<file path="config.mk">
export PLATFORM = sky130hd
export DESIGN_NAME = lps_protection_status_regs
export DESIGN_NICKNAME = d
export VERILOG_FILES = /design/src/rtl/lps_pkg.sv /design/src/rtl/lps_sync_if.sv /design/src/rtl/lps_sync.sv /design/src/rtl/lps_protection_status_regs.sv
export SDC_FILE = /design/constraint.sdc
export NUM_CORES = 1
export LEC_CHECK = 0
export BUFFER_PORTS_ARGS = -buffer_cell sky130_fd_sc_hd__buf_2
export CELL_PAD_IN_SITES_DETAIL_PLACEMENT = 0
export CELL_PAD_IN_SITES_GLOBAL_PLACEMENT = 1
export CORE_MARGIN = 4
export CORE_UTILIZATION = 35
export DETAILED_ROUTE_END_ITERATION = 12
export GPL_ROUTABILITY_DRIVEN = 0
export PLACE_DENSITY = 0.83
export SLEW_MARGIN = 25
export SYNTH_ARGS = -nofsm -noshare
export SYNTH_HDL_FRONTEND = slang
export SYNTH_HIERARCHICAL = 1
export SYNTH_SLANG_ARGS = --single-unit
</file>
<file path="constraint.sdc">
create_clock -name clk -period 1.8 [get_ports clk]
set_input_delay 0.54 -clock clk [delete_from_list [all_inputs] [get_ports clk]]
set_output_delay 0.54 -clock clk [all_outputs]
set_load 0.005 [all_outputs]
</file>
<file path="src/rtl/lps_pkg.sv">
package lps_pkg;
  // ---------------------------------------------------------------------------
  // Register map
  // ---------------------------------------------------------------------------
  localparam logic [7:0] LPS_ADDR_STATUS_MAIN = 8'h00;
  localparam logic [7:0] LPS_ADDR_STATUS_SPARE = 8'h01;
  localparam logic [7:0] LPS_ADDR_POLICY = 8'h05;
  localparam logic [7:0] LPS_STATUS_RESET = 8'h00;
  localparam logic [7:0] LPS_POLICY_RESET = 8'h00;
  localparam logic [7:0] LPS_POLICY_WMASK = 8'h5f;
  localparam logic [3:0] LPS_LEVEL_RESET = 4'h0;
  localparam logic [7:0] LPS_RDATA_RESET = 8'h00;
  // ---------------------------------------------------------------------------
  // Field positions
  // ---------------------------------------------------------------------------
  localparam int LPS_BIT_OVERLOAD_A = 0;
  localparam int LPS_BIT_OVERLOAD_B = 1;
  localparam int LPS_BIT_OVERTEMP = 6;
  localparam int LPS_BIT_LOW_SUPPLY = 7;
  localparam int LPS_BIT_THERMAL_POLICY = 6;
  localparam int LPS_BIT_OVERLOAD_POLICY = 3;
  // ---------------------------------------------------------------------------
  // Output gate states
  // ---------------------------------------------------------------------------
  typedef enum logic [1:0] {
    LPS_OUT_ON = 2'b00,
    LPS_OUT_HELD = 2'b01,
    LPS_OUT_LATCHED = 2'b11
  } lps_out_type;
endpackage

</file>
<file path="src/rtl/lps_sync_if.sv">
`timescale 1ns/1ps
interface lps_sync_if;
  logic raw;
  logic synced;
  modport src (output raw, input synced);
  modport dst (input raw, output synced);
endinterface

</file>
<file path="src/rtl/lps_sync.sv">
`timescale 1ns/1ps
module lps_sync (
  // Clock and reset
  input wire logic clk,
  input wire logic rst,
  // Level in and out
  lps_sync_if.dst port
);
  logic meta_q, meta_d, sync_q, sync_d;

  always_comb begin
    meta_d = port.raw;
    sync_d = meta_q;
  end

  always_ff @(posedge clk) begin
    if (rst) begin
      meta_q <= 1'b0;
      sync_q <= 1'b0;
    end else begin
      meta_q <= meta_d;
      sync_q <= sync_d;
    end
  end

  assign port.synced = sync_q;
endmodule // lps_sync

</file>
<file path="src/rtl/lps_protection_status_regs.sv">
`timescale 1ns/1ps
// Functional notes
// - Policy 1 and overtemperature clear all four level bits, disable output.
// - Policy 1: output stays off after flag clears until master rewrites level.
// - Policy 0: output off during overtemperature, returns with stored level.
// - Status registers read-only; writes to them ignored.
// - Status bit 0 shows section A overload.
// - Status bit 1 shows section B overload.
// - Status bit 6 shows overtemperature; hysteresis comes from comparator.
// - Status bit 7 shows input supply below low-power threshold.
// - Main status at address 0x0; bits 2 to 5 reserved.
// - Spare status at address 0x1; all bits reserved.
// - Both status registers clear to zero at power-on.
// - Overload restart policy 0 re-enables output once overload clears.
module lps_protection_status_regs
  import lps_pkg::*;
(
  // Clock and reset
  input wire logic clk,
  input wire logic rst,
  // Register access from the bus slave
  input wire logic regWrite,
  input wire logic regRead,
  input wire logic [7:0] regAddr,
  input wire logic [7:0] regWdata,
  output logic [7:0] regRdata,
  // Level select write strobes from the level register
  input wire logic levelWriteA,
  input wire logic levelWriteB,
  input wire logic [3:0] levelWdataA,
  input wire logic [3:0] levelWdataB,
  // Protection comparators
  input wire logic overloadRawA,
  input wire logic overloadRawB,
  input wire logic overtempRaw,
  input wire logic lowSupplyRaw,
  // Outputs to the power stages
  output logic outputEnableA,
  output logic outputEnableB,
  output logic [3:0] outputLevelSelectA,
  output logic [3:0] outputLevelSelectB,
  output logic [7:0] policyReg
);
  import lps_pkg::*;

  // ---------------------------------------------------------------------------
  // Comparator synchronisers
  // ---------------------------------------------------------------------------
  logic [3:0] rawVec;
  logic [3:0] syncVec;
  assign rawVec = {lowSupplyRaw, overtempRaw, overloadRawB, overloadRawA};

  for (genvar i = 0; i < 4; i++) begin : gSync
    lps_sync_if sif ();
    assign sif.raw = rawVec[i];
    assign syncVec[i] = sif.synced;
    lps_sync uSync (
      .clk(clk),
      .rst(rst),
      .port(sif)
    );
  end

  logic overloadFlagSecA, overloadFlagSecB, overtempFlag, lowSupplyFlag;
  assign overloadFlagSecA = syncVec[0];
  assign overloadFlagSecB = syncVec[1];
  assign overtempFlag = syncVec[2];
  assign lowSupplyFlag = syncVec[3];

  // ---------------------------------------------------------------------------
  // Status and policy registers
  // ---------------------------------------------------------------------------
  logic [7:0] statusMain_q, statusMain_d;
  logic [7:0] statusSpare_q, statusSpare_d;
  logic [7:0] policy_q, policy_d;
  logic [7:0] rdata_q, rdata_d;

  // Status flags, one cycle behind the synchronisers
  always_comb begin
    statusMain_d = LPS_STATUS_RESET;
    statusMain_d[LPS_BIT_OVERLOAD_A] = overloadFlagSecA;
    statusMain_d[LPS_BIT_OVERLOAD_B] = overloadFlagSecB;
    statusMain_d[LPS_BIT_OVERTEMP] = overtempFlag;
    statusMain_d[LPS_BIT_LOW_SUPPLY] = lowSupplyFlag;
    statusSpare_d = LPS_STATUS_RESET;
  end

  always_ff @(posedge clk) begin
    if (rst) begin
      statusMain_q <= LPS_STATUS_RESET;
      statusSpare_q <= LPS_STATUS_RESET;
    end else begin
      statusMain_q <= statusMain_d;
      statusSpare_q <= statusSpare_d;
    end
  end

  // Policy register
  always_comb begin
    policy_d = policy_q;
    // Reserved bits are masked, so a stray one from the master has no effect
    if (regWrite && regAddr == LPS_ADDR_POLICY) begin
      policy_d = regWdata & LPS_POLICY_WMASK;
    end
    // Status addresses fall through: writes there change nothing
  end

  always_ff @(posedge clk) begin
    if (rst) begin
      policy_q <= LPS_POLICY_RESET;
    end else begin
      policy_q <= policy_d;
    end
  end

  // Read data holds until the next read
  always_comb begin
    rdata_d = rdata_q;
    if (regRead) begin
      unique case (regAddr)
        LPS_ADDR_STATUS_MAIN: rdata_d = statusMain_q;
        LPS_ADDR_STATUS_SPARE: rdata_d = statusSpare_q;
        LPS_ADDR_POLICY: rdata_d = policy_q;
        default: rdata_d = LPS_RDATA_RESET;
      endcase
    end
  end

  always_ff @(posedge clk) begin
    if (rst) begin
      rdata_q <= LPS_RDATA_RESET;
    end else begin
      rdata_q <= rdata_d;
    end
  end

  // ---------------------------------------------------------------------------
  // Output gating per section
  // ---------------------------------------------------------------------------
  logic thermalRestartPolicy, overloadRestartPolicy;
  assign thermalRestartPolicy = policy_q[LPS_BIT_THERMAL_POLICY];
  assign overloadRestartPolicy = policy_q[LPS_BIT_OVERLOAD_POLICY];

  lps_out_type stateA_q, stateA_d, stateB_q, stateB_d;
  logic [3:0] levelA_q, levelA_d, levelB_q, levelB_d;
  logic enA_q, enA_d, enB_q, enB_d;

  function automatic lps_out_type nextState(
    input lps_out_type cur, input logic fault, input logic overload, input logic wr
  );
    lps_out_type n;
    n = cur;
    unique case (cur)
      LPS_OUT_ON: begin
        if (fault && thermalRestartPolicy) n = LPS_OUT_LATCHED;
        else if (fault || overload) n = LPS_OUT_HELD;
      end
      LPS_OUT_HELD: begin
        if (fault && thermalRestartPolicy) n = LPS_OUT_LATCHED;
        else if (!fault && !overload) n = LPS_OUT_ON;
      end
      LPS_OUT_LATCHED: begin
        // Only a fresh level write restarts; the master owns the recovery
        if (!fault && wr) n = LPS_OUT_ON;
      end
      default: n = LPS_OUT_LATCHED;
    endcase
    return n;
  endfunction

  // Section A
  always_comb begin
    // Overload with restart policy 1 is masked here and never closes the gate
    stateA_d = nextState(stateA_q, overtempFlag,
                         overloadFlagSecA && !overloadRestartPolicy, levelWriteA);
    levelA_d = levelWriteA ? levelWdataA : levelA_q;
    if (overtempFlag && thermalRestartPolicy) begin
      levelA_d = LPS_LEVEL_RESET;
    end
    // Level zero is standby, so the stage stays off without a level
    enA_d = (stateA_d == LPS_OUT_ON) && (levelA_d != LPS_LEVEL_RESET);
  end

  always_ff @(posedge clk) begin
    if (rst) begin
      stateA_q <= LPS_OUT_ON;
      levelA_q <= LPS_LEVEL_RESET;
      enA_q <= 1'b0;
    end else begin
      stateA_q <= stateA_d;
      levelA_q <= levelA_d;
      enA_q <= enA_d;
    end
  end

  // Section B
  always_comb begin
    stateB_d = nextState(stateB_q, overtempFlag,
                         overloadFlagSecB && !overloadRestartPolicy, levelWriteB);
    levelB_d = levelWriteB ? levelWdataB : levelB_q;
    if (overtempFlag && thermalRestartPolicy) begin
      levelB_d = LPS_LEVEL_RESET;
    end
    enB_d = (stateB_d == LPS_OUT_ON) && (levelB_d != LPS_LEVEL_RESET);
  end

  always_ff @(posedge clk) begin
    if (rst) begin
      stateB_q <= LPS_OUT_ON;
      levelB_q <= LPS_LEVEL_RESET;
      enB_q <= 1'b0;
    end else begin
      stateB_q <= stateB_d;
      levelB_q <= levelB_d;
      enB_q <= enB_d;
    end
  end

  assign regRdata = rdata_q;
  assign outputEnableA = enA_q;
  assign outputEnableB = enB_q;
  assign outputLevelSelectA = levelA_q;
  assign outputLevelSelectB = levelB_q;
  assign policyReg = policy_q;
endmodule // lps_protection_status_regs

</file>
==> impl_metrics.toml, run 1 <==
[global_routing]
grt_max_degree = 19
grt_pass1_wl_um = 5285
gr-total-overflow = 0
grt_antenna_before_repair = 0
grt_pass1_vias = 1172
grtUsageTotal_pct = 12.55

[sta]
finalSetupTns_ps = 0
fin_skew_ps = 3.263
rsz0062_at_grt = "no"
fin_hold_ws_ps = 444.1
slew_viol_final = 0
finalCritPeriodShare_pct = 84.07
min_period_ps = 1513
hold_viol_final = 0
clock.fmax_ghz = 0.6608
setup_violations = 0

[synth]
synth_cell_types = 27
seq_area_frac_synth_pct = 51.91
netlist_area_um2 = 1504
synth_cells = 153
yosys_warnings = 6
ys_ff_latch = 39
avgSynthCellArea_um2 = 9.830

[drt]
routed_wl_um = 3254
drc_errors = 0
drtIter0Drc = 62
first_pass_iters = 4
wl_per_cell_um = 12.56
via_per_inst = 4.911
detail-route-antenna-nets = 0
vias = 1272

[clocking]
root_buffer = "clkbuf_8"
cts_tree = "yes"
path_clk_slew_ps = 70
holdBufCountCts = 0
cts_resized = 0
clk_latency_ps = 280
cts_num_sinks = 39
cts_buffer_depth = 2
cts_buffers = 5
htree_levels = 2
post_cts_buffers = 0

[critical_path]
critPathLaunchType = "input pin"
crit_path_cell_trace = "buf_2, or4_1, o31ai_1, a21oi_1"
worstReg2RegStart = "outputLevelSelectB[2]"
critPathArrivalTime_ps = 1680
crit_start = "regAddr[1]"
path_class = "in2reg"
cp-end-kind = "flip-flop"
slowest_stage = "or4_1"
critPathMaxFanout = 6
cp.required_ps = 1970
slowest_delay_ps = 660

[final_layout]
nets = 242
area_growth_pct = 25.79
utilization_pct = 46.30
antennaDiodeCount = 0
drive_above_1_share_pct = 31.10
mostFrequentLayoutCells = "buf_2 (54), dfxtp_1 (39), nor2_1 (14), a21oi_1 (14), nor2b_1 (12)"
nFillCells = 409
layout_commonest_cell = "buf_2"

[power]
peakVddDrop_mv = 0.5264
total_power_w = 0.001672
p_leak_nw = 0.8351
powerDensity_nw_per_um2 = 883.9

[worst_hold_path]
holdCritStartpoint = "gSync[1].uSync/meta_q"
hp-class = "reg2reg"

[floorplan]
die_height_um = 73.55
core_area_um2 = 4086
ioPinCount = 60
start_util_pct = 36.80
die_area_um2 = 5410
rows = 23
die_width_um = 73.55

[placed_design]
post-dp-hpwl_um = 2414
io_buffers = 54

[status]
status = "completed"

[flow_run]
cap_violations = 0
==> final timing paths <==
kind	to	slack, ps	cells past startpoint
worst max-delay path	policyReg[2]	290	4
worst min-delay path	gSync[1].uSync/port.synced	440	1
worst max register to register	outputEnableB	640	2
worst min register to register	gSync[1].uSync/port.synced	440	1
==> stage by stage <==
| stage | instance area (um2) | cells | setup slack [ps] |
|---|---|---|---|
| 2_1_floorplan | 1511 | 155 | 195.0 |
| 3_3_place_gp | 1792 | 251 | 14.82 |
| 3_5_place_dp | 1792 | 251 | -0.2277 |
| 4_1_cts | 1892 | 259 | 304.7 |
| 5_1_grt | 1892 | 259 | 229.5 |
| 6_report | 1892 | 259 | 286.7 |
==> flip-flops by register name, indices dropped and copies added (netlist names) <==
name                     flops
stateA_q                     2
outputEnableB                1
outputLevelSelectA           4
outputEnableA                1
policyReg                    6
stateB_q                     2
regRdata                     7
outputLevelSelectB           4
gSync.uSync/port.synced      4
statusMain_q                 4
gSync.uSync/meta_q           4
==> cell families (layout without fill, tap and decap cells) <==
family	after synthesis	after routing	synth area share, %
mux	8	8	5.325
compound gates	33	33	14.56
simple gates	59	59	22.21
flops	39	39	51.91
buf+inv	13	67	5.740
other cells	1	3	0.2493
==> per-layer routing <==
metal  up-vias  track usage [%]  routed length (um)
met1       557            16.95                1504
li1        656                -                   -
met2        55            18.50                1364
met4         0            4.829                  43
met5         -                0                   0
met3         4            4.104                 342
==> synthesized netlist by cell type, drive strengths merged <==
cell | n | area [um2]
nor4bb | 1 | 10.01
nand4 | 10 | 62.56
nand2b | 8 | 50.05
mux2i | 8 | 80.08
or4 | 3 | 22.52
nor2b | 12 | 75.07
a21oi | 14 | 70.07
buf | 9 | 70.07
o211a | 2 | 20.02
a21o | 1 | 7.510
nand2 | 5 | 18.77
nor4 | 3 | 18.77
o32ai | 3 | 26.28
and2 | 2 | 12.51
dfxtp | 39 | 780.8
a22oi | 3 | 22.52
inv | 1 | 3.750
a221oi | 2 | 17.52
nand4bb | 1 | 11.26
o21ai | 2 | 10.01
clkbuf | 3 | 12.51
o31ai | 6 | 45.04
nor2 | 14 | 52.55
conb | 1 | 3.750
==> critical path: cells and delay by family <==
family                 cells  cell delay, ps
AOI/OAI and AO/OA          2             380
buffers and inverters      1             100
and+or+nand+nor            1             660
==> area by class of cell <==
cell class	count	area [um2]	area share, %
flip-flops and latches	39	780.7	41.27
multi-input cells	103	644.4	34.06
repair buffers	58	300.3	15.87
clock buffers	8	100.1	5.291
well taps	50	62.56	3.307
inverters	1	3.754	0.1984
==> where the power goes <==
group / switching, W / total, W / internal, W / leakage [nW]
Combinational: 0.0000725 / 0.000142 / 0.0000700 / 0.465
Sequential: 0.0000124 / 0.000903 / 0.000891 / 0.319
Clock: 0.000277 / 0.000626 / 0.000349 / 0.0515
Total: 0.000362 / 0.00167 / 0.00131 / 0.835
(Power assumes the default switching activity.)
==> inputs of run 2 (changes only) <==
ABC_AREA = 1   (was default)
CORE_UTILIZATION = 33   (was 35)
clock period = 1.6 ns   (was 1.8 ns; I/O delays follow)
==> run 2 against run 1 <==
  * Sequential share of layout area shrank 1.5 points
  * Final cell count grew 24%
  * Largest cell class unchanged
  * Critical path type is now reg2out
  * Combinational power grew 34%
  * Largest power group unchanged
==> impl_metrics.toml, run 2 <==
[floorplan]
die_height_um = 76.24
ioPinCount = 60
rows = 24
core_area_um2 = 4444
die_width_um = 76.24
start_util_pct = 34.57
die_area_um2 = 5812

[final_layout]
nFillCells = 512
final-seq-area_um2 = 780.7
layout_commonest_cell = "nor2_1"
mostFrequentLayoutCells = "nor2_1 (62), buf_2 (54), dfxtp_1 (39)"
area_growth_pct = 27.77
multi_input_area_um2 = 605.6
largest_register_ffs = 7
drive_above_1_share_pct = 27.04
nets = 303
antennaDiodeCount = 0

[synth]
yosys-top-cells-area = "dfxtp_1 (51%), nor2_1 (15%), inv_1 (7.1%)"
yosys.area.top_type = "dfxtp_1"
yosysMostFrequentCell = "nor2_1"
avgSynthCellArea_um2 = 7.248
seq_area_frac_synth_pct = 50.81
yosys_warnings = 6
synth-main-ff-cell = "dfxtp_1"
synth_edf_count = 0
synth_top_cell_area_share_pct = 50.81
async_flop_share_pct = 0
synth_cell_types = 20
netlist_area_um2 = 1536
synth_common_cells = "nor2_1 (62), dfxtp_1 (39), inv_1 (29), nand2_1 (28), nand3_1 (14)"
ys_ff_latch = 39
synth_cells = 212

[clocking]
cts_tree = "yes"
holdBufCountCts = 0
post_cts_buffers = 0
htree_levels = 2
root_buffer = "clkbuf_8"
clk_latency_ps = 280
path_clk_slew_ps = 70
cts_num_sinks = 39
cts_resized = 0
cts_buffers = 5
cts_buffer_depth = 2

[critical_path]
cp-end-kind = "output pin"
cp.required_ps = 1120
crit_family = "flip-flops"
crit_path_cell_trace = "buf_2"
slowest_stage = "dfxtp_1"
critPathArrivalTime_ps = 840
critPathLaunchType = "flip-flop"
timing.critical_path.buf_inv = 1
slowest_delay_ps = 410
critPathMaxFanout = 5
path_class = "reg2out"

[power]
peakVddDrop_mv = 0.4745
p_leak_nw = 1.010
powerDensity_nw_per_um2 = 1045
total_power_w = 0.002052

[placed_design]
post-dp-hpwl_um = 2470
io_buffers = 54

[drt]
via_per_inst = 4.295
routed_wl_um = 3194
first_pass_iters = 4
detail-route-antenna-nets = 0
vias = 1383
drc_errors = 0
drtIter0Drc = 44
wl_per_cell_um = 9.919

[sta]
finalCritPeriodShare_pct = 82.32
rsz0062_at_grt = "no"
fin_skew_ps = 4.887
finalSetupTns_ps = 0
clock.fmax_ghz = 0.7592
min_period_ps = 1317
setup_violations = 0
slew_viol_final = 0
hold_viol_final = 0

[global_routing]
grt_pass1_vias = 1199
gr-total-overflow = 0
grt_antenna_before_repair = 0
grtUsageTotal_pct = 11.00
grt_pass1_wl_um = 5285
grt_max_degree = 28

[flow_run]
cap_violations = 0

[status]
status = "completed"

[worst_hold_path]
hp-class = "in2reg"
## run 2: changes by cell type after synthesis, sizes merged, moves of 8 or more
cell and change:
a21oi -10, inv +30, mux2i -8, nand2 +24
nand2b -8, nand3 +15, nand4 -8, nor2 +53
nor2b -12, o21ai +12
## run 2: final cells by class
cell class	instances	share of cell area, %
inverters	31	5.927
repair buffers	55	14.15
clock buffers	6	4.207
clock inverters	2	1.785
flip-flops and latches	39	39.77
well taps	52	3.314
multi-input cells	137	30.85
## run 2: per-layer routing
metal,up-vias,part of all wire (%),GRT usage [%]
met4,0,1.4,5.072
met2,29,49,18.89
met3,5,4.8,2.600
li1,751,-,-
met5,-,0,0
met1,598,45,12.89
## run 2: cell families (layout without fill, tap and decap cells)
kind of cell    count (synthesis)  after routing  share of synthesized area (%)
simple gates                  114            114                          31.84
flops                          39             39                          50.81
buf+inv                        38             94                          10.26
compound gates                 20             20                          6.840
other cells                     1              3                         0.2441
## run 2: stage by stage
step	worst slack, ps	util, %	hold slack [ps]	area (um2)	std cells
floorplan	437.3	-	388.3	1544	214
global placement	204.0	41.53	391.5	1846	314
detailed placement	204.9	41.53	391.7	1846	314
CTS	259.1	44.17	386.9	1963	322
global route	219.3	44.17	396.6	1963	322
finish	282.8	44.17	394.1	1963	322
## run 2: worst paths after layout
path	end	startpoint	depth (start not counted)	slack, ps
worst min-delay path	gSync[3].uSync/meta_q	lowSupplyRaw	3	390
worst min register to register	gSync[3].uSync/port.synced	gSync[3].uSync/meta_q	2	400
worst max-delay path	policyReg[3]	policyReg[3]	1	280
worst max register to register	outputEnableA	policyReg[6]	7	410
## run 2: where the power goes
part	switching, W	internal, W	total (W)
sequential	0.0000151	0.00101	0.00103
clock	0.000330	0.000504	0.000834
combinational	0.000105	0.0000853	0.000190
total	0.000450	0.00160	0.00205
==> inputs of run 3 (changes only) <==
CORE_UTILIZATION = 29   (was 33)
PLACE_DENSITY = 0.78   (was 0.83)
clock period = 1.2 ns   (was 1.6 ns; I/O delays follow)
==> run 3 against run 2 <==
  * Wire length increased by 0.91%
  * Utilization decreased by 4.3 points
  * Clock skew is 2.1 ps higher
  * First-iteration DRC count shrank 39%
  * Register-to-register slack worse by 290 ps
  * Die area grew 12%
  * Worst setup slack worse by 260 ps
  * Sequential share of layout area fell by 1.3 points
  * Critical path depth rose by 1
  * Hold slack got worse by 120 ps
  * Critical path type unchanged
  * Largest power group unchanged
==> impl_metrics.toml, run 3 (synthesis gave the netlist of run 2 again) <==
[final_layout]
nFillCells = 566
mostFrequentLayoutCells = "nor2_1 (62), buf_2 (53), dfxtp_1 (37)"
layout_commonest_cell = "nor2_1"
drive_above_1_share_pct = 29.96
area_growth_pct = 32.57
postLayoutCellArea_um2 = 2037
nets = 310
largest_register_ffs = 7
antennaDiodeCount = 0

[clocking]
cts_buffer_depth = 2
cts_tree = "yes"
cts_num_sinks = 39
path_clk_slew_ps = 80
cts_buffers = 5
clk_latency_ps = 280
root_buffer = "clkbuf_8"
htree_levels = 2

[drt]
vias = 1376
detail-route-antenna-nets = 0
drtIter0Drc = 27
routed_wl_um = 3223
via_per_inst = 3.965
wl_per_cell_um = 9.288
first_pass_iters = 3
drc_errors = 0

[floorplan]
start_util_pct = 30.08
core_area_um2 = 5107
die_height_um = 80.79
die_area_um2 = 6527
ioPinCount = 60
die_width_um = 80.79
rows = 26

[power]
total_power_w = 0.002551
powerDensity_nw_per_um2 = 1252
p_leak_nw = 1.034
peakVddDrop_mv = 0.6188

[global_routing]
grt_max_degree = 28
grtUsageTotal_pct = 9.993
grt_pass1_vias = 1188
gr-total-overflow = 0
grt_antenna_before_repair = 0
grt_pass1_wl_um = 5119

[sta]
setup_violations = 0
fin_skew_ps = 6.942
hold_viol_final = 0
min_period_ps = 1180
rsz0062_at_grt = "yes"
finalCritPeriodShare_pct = 98.32
slew_viol_final = 0
clock.fmax_ghz = 0.8476

[flow_run]
cap_violations = 0

[critical_path]
critPathMaxFanout = 3
cp.required_ps = 840
critPathLaunchType = "flip-flop"
cp-end-kind = "output pin"
worstReg2RegStart = "policyReg[6]"
crit_start = "policyReg[6]"
critPathArrivalTime_ps = 820
path_class = "reg2out"

[worst_hold_path]
hp-class = "in2reg"
holdCritStartpoint = "lowSupplyRaw"

[placed_design]
io_buffers = 54
post-dp-hpwl_um = 2481
placed_area_um2 = 1891

[status]
status = "completed"
-- run 3: cell types whose count changed in the layout (fill, tap and decap cells not counted), sizes merged --
cell / previous run / this run
bufinv: 1 / 0
buf: 55 / 62
clkinvlp: 0 / 1
-- run 3: timing repair --
item	in CTS	in global routing
hold buffers	0	0
resized for setup	4	4
setup endpoints to repair	2	3
buffers inserted	1	3
-- run 3: critical path, stage by stage, from the launching register on --
cell and delay [ps]:
dfxtp_2 330, buf_6 110, buf_6 100
-- run 3: layout make-up --
class / instances / area [um2] / share of cell area (%)
timing repair buffer: 62 / 340.3 / 16.71
sequential: 39 / 783.3 / 38.45
clock buffer: 6 / 82.58 / 4.054
inverter: 31 / 118.9 / 5.835
clock inverter: 2 / 16.27 / 0.7985
multi-input combinational: 137 / 608.1 / 29.85
tap: 70 / 87.58 / 4.300
-- run 3: stage by stage --
step / hold slack (ps) / std cells / util (%) / setup WS (ps) / setup TNS (ps)
final: 273.1 / 347 / 39.88 / 20.18 / 0
after floorplan: 388.3 / 214 / - / 157.3 / 0
after global routing: 269.4 / 347 / 39.88 / -13.29 / -13.29
after CTS: 268.1 / 344 / 39.34 / 5.399 / 0
after detailed placement: 393.5 / 335 / 37.02 / -86.79 / -587.0
after global placement: 392.9 / 335 / 37.02 / -75.89 / -466.3
-- run 3: where the power goes --
part	leakage (nW)	total (W)	internal, W	switching (W)
clock	0.0474	0.000920	0.000469	0.000451
sequential	0.322	0.00137	0.00135	0.0000208
combinational	0.665	0.000261	0.000120	0.000141
-- run 3: worst paths after layout --
kind,to,slack (ps),depth (start not counted)
setup / recovery,policyReg[6],20,2
hold / removal,gSync[3].uSync/meta_q,270,3
setup reg to reg,outputEnableB,120,7
hold reg to reg,gSync[0].uSync/port.synced,400,2
-- run 3: metal layers --
| metal | part of all wire (%) | track usage [%] | vias up | wire length [um] |
|---|---|---|---|---|
| li1 | - | - | 768 | - |
| met1 | 46 | 12.11 | 582 | 1471 |
| met2 | 48 | 17.05 | 22 | 1544 |
| met3 | 5.7 | 3.326 | 4 | 183 |
| met4 | 0.71 | 2.534 | 0 | 23 |
| met5 | 0 | 0 | - | 0 |
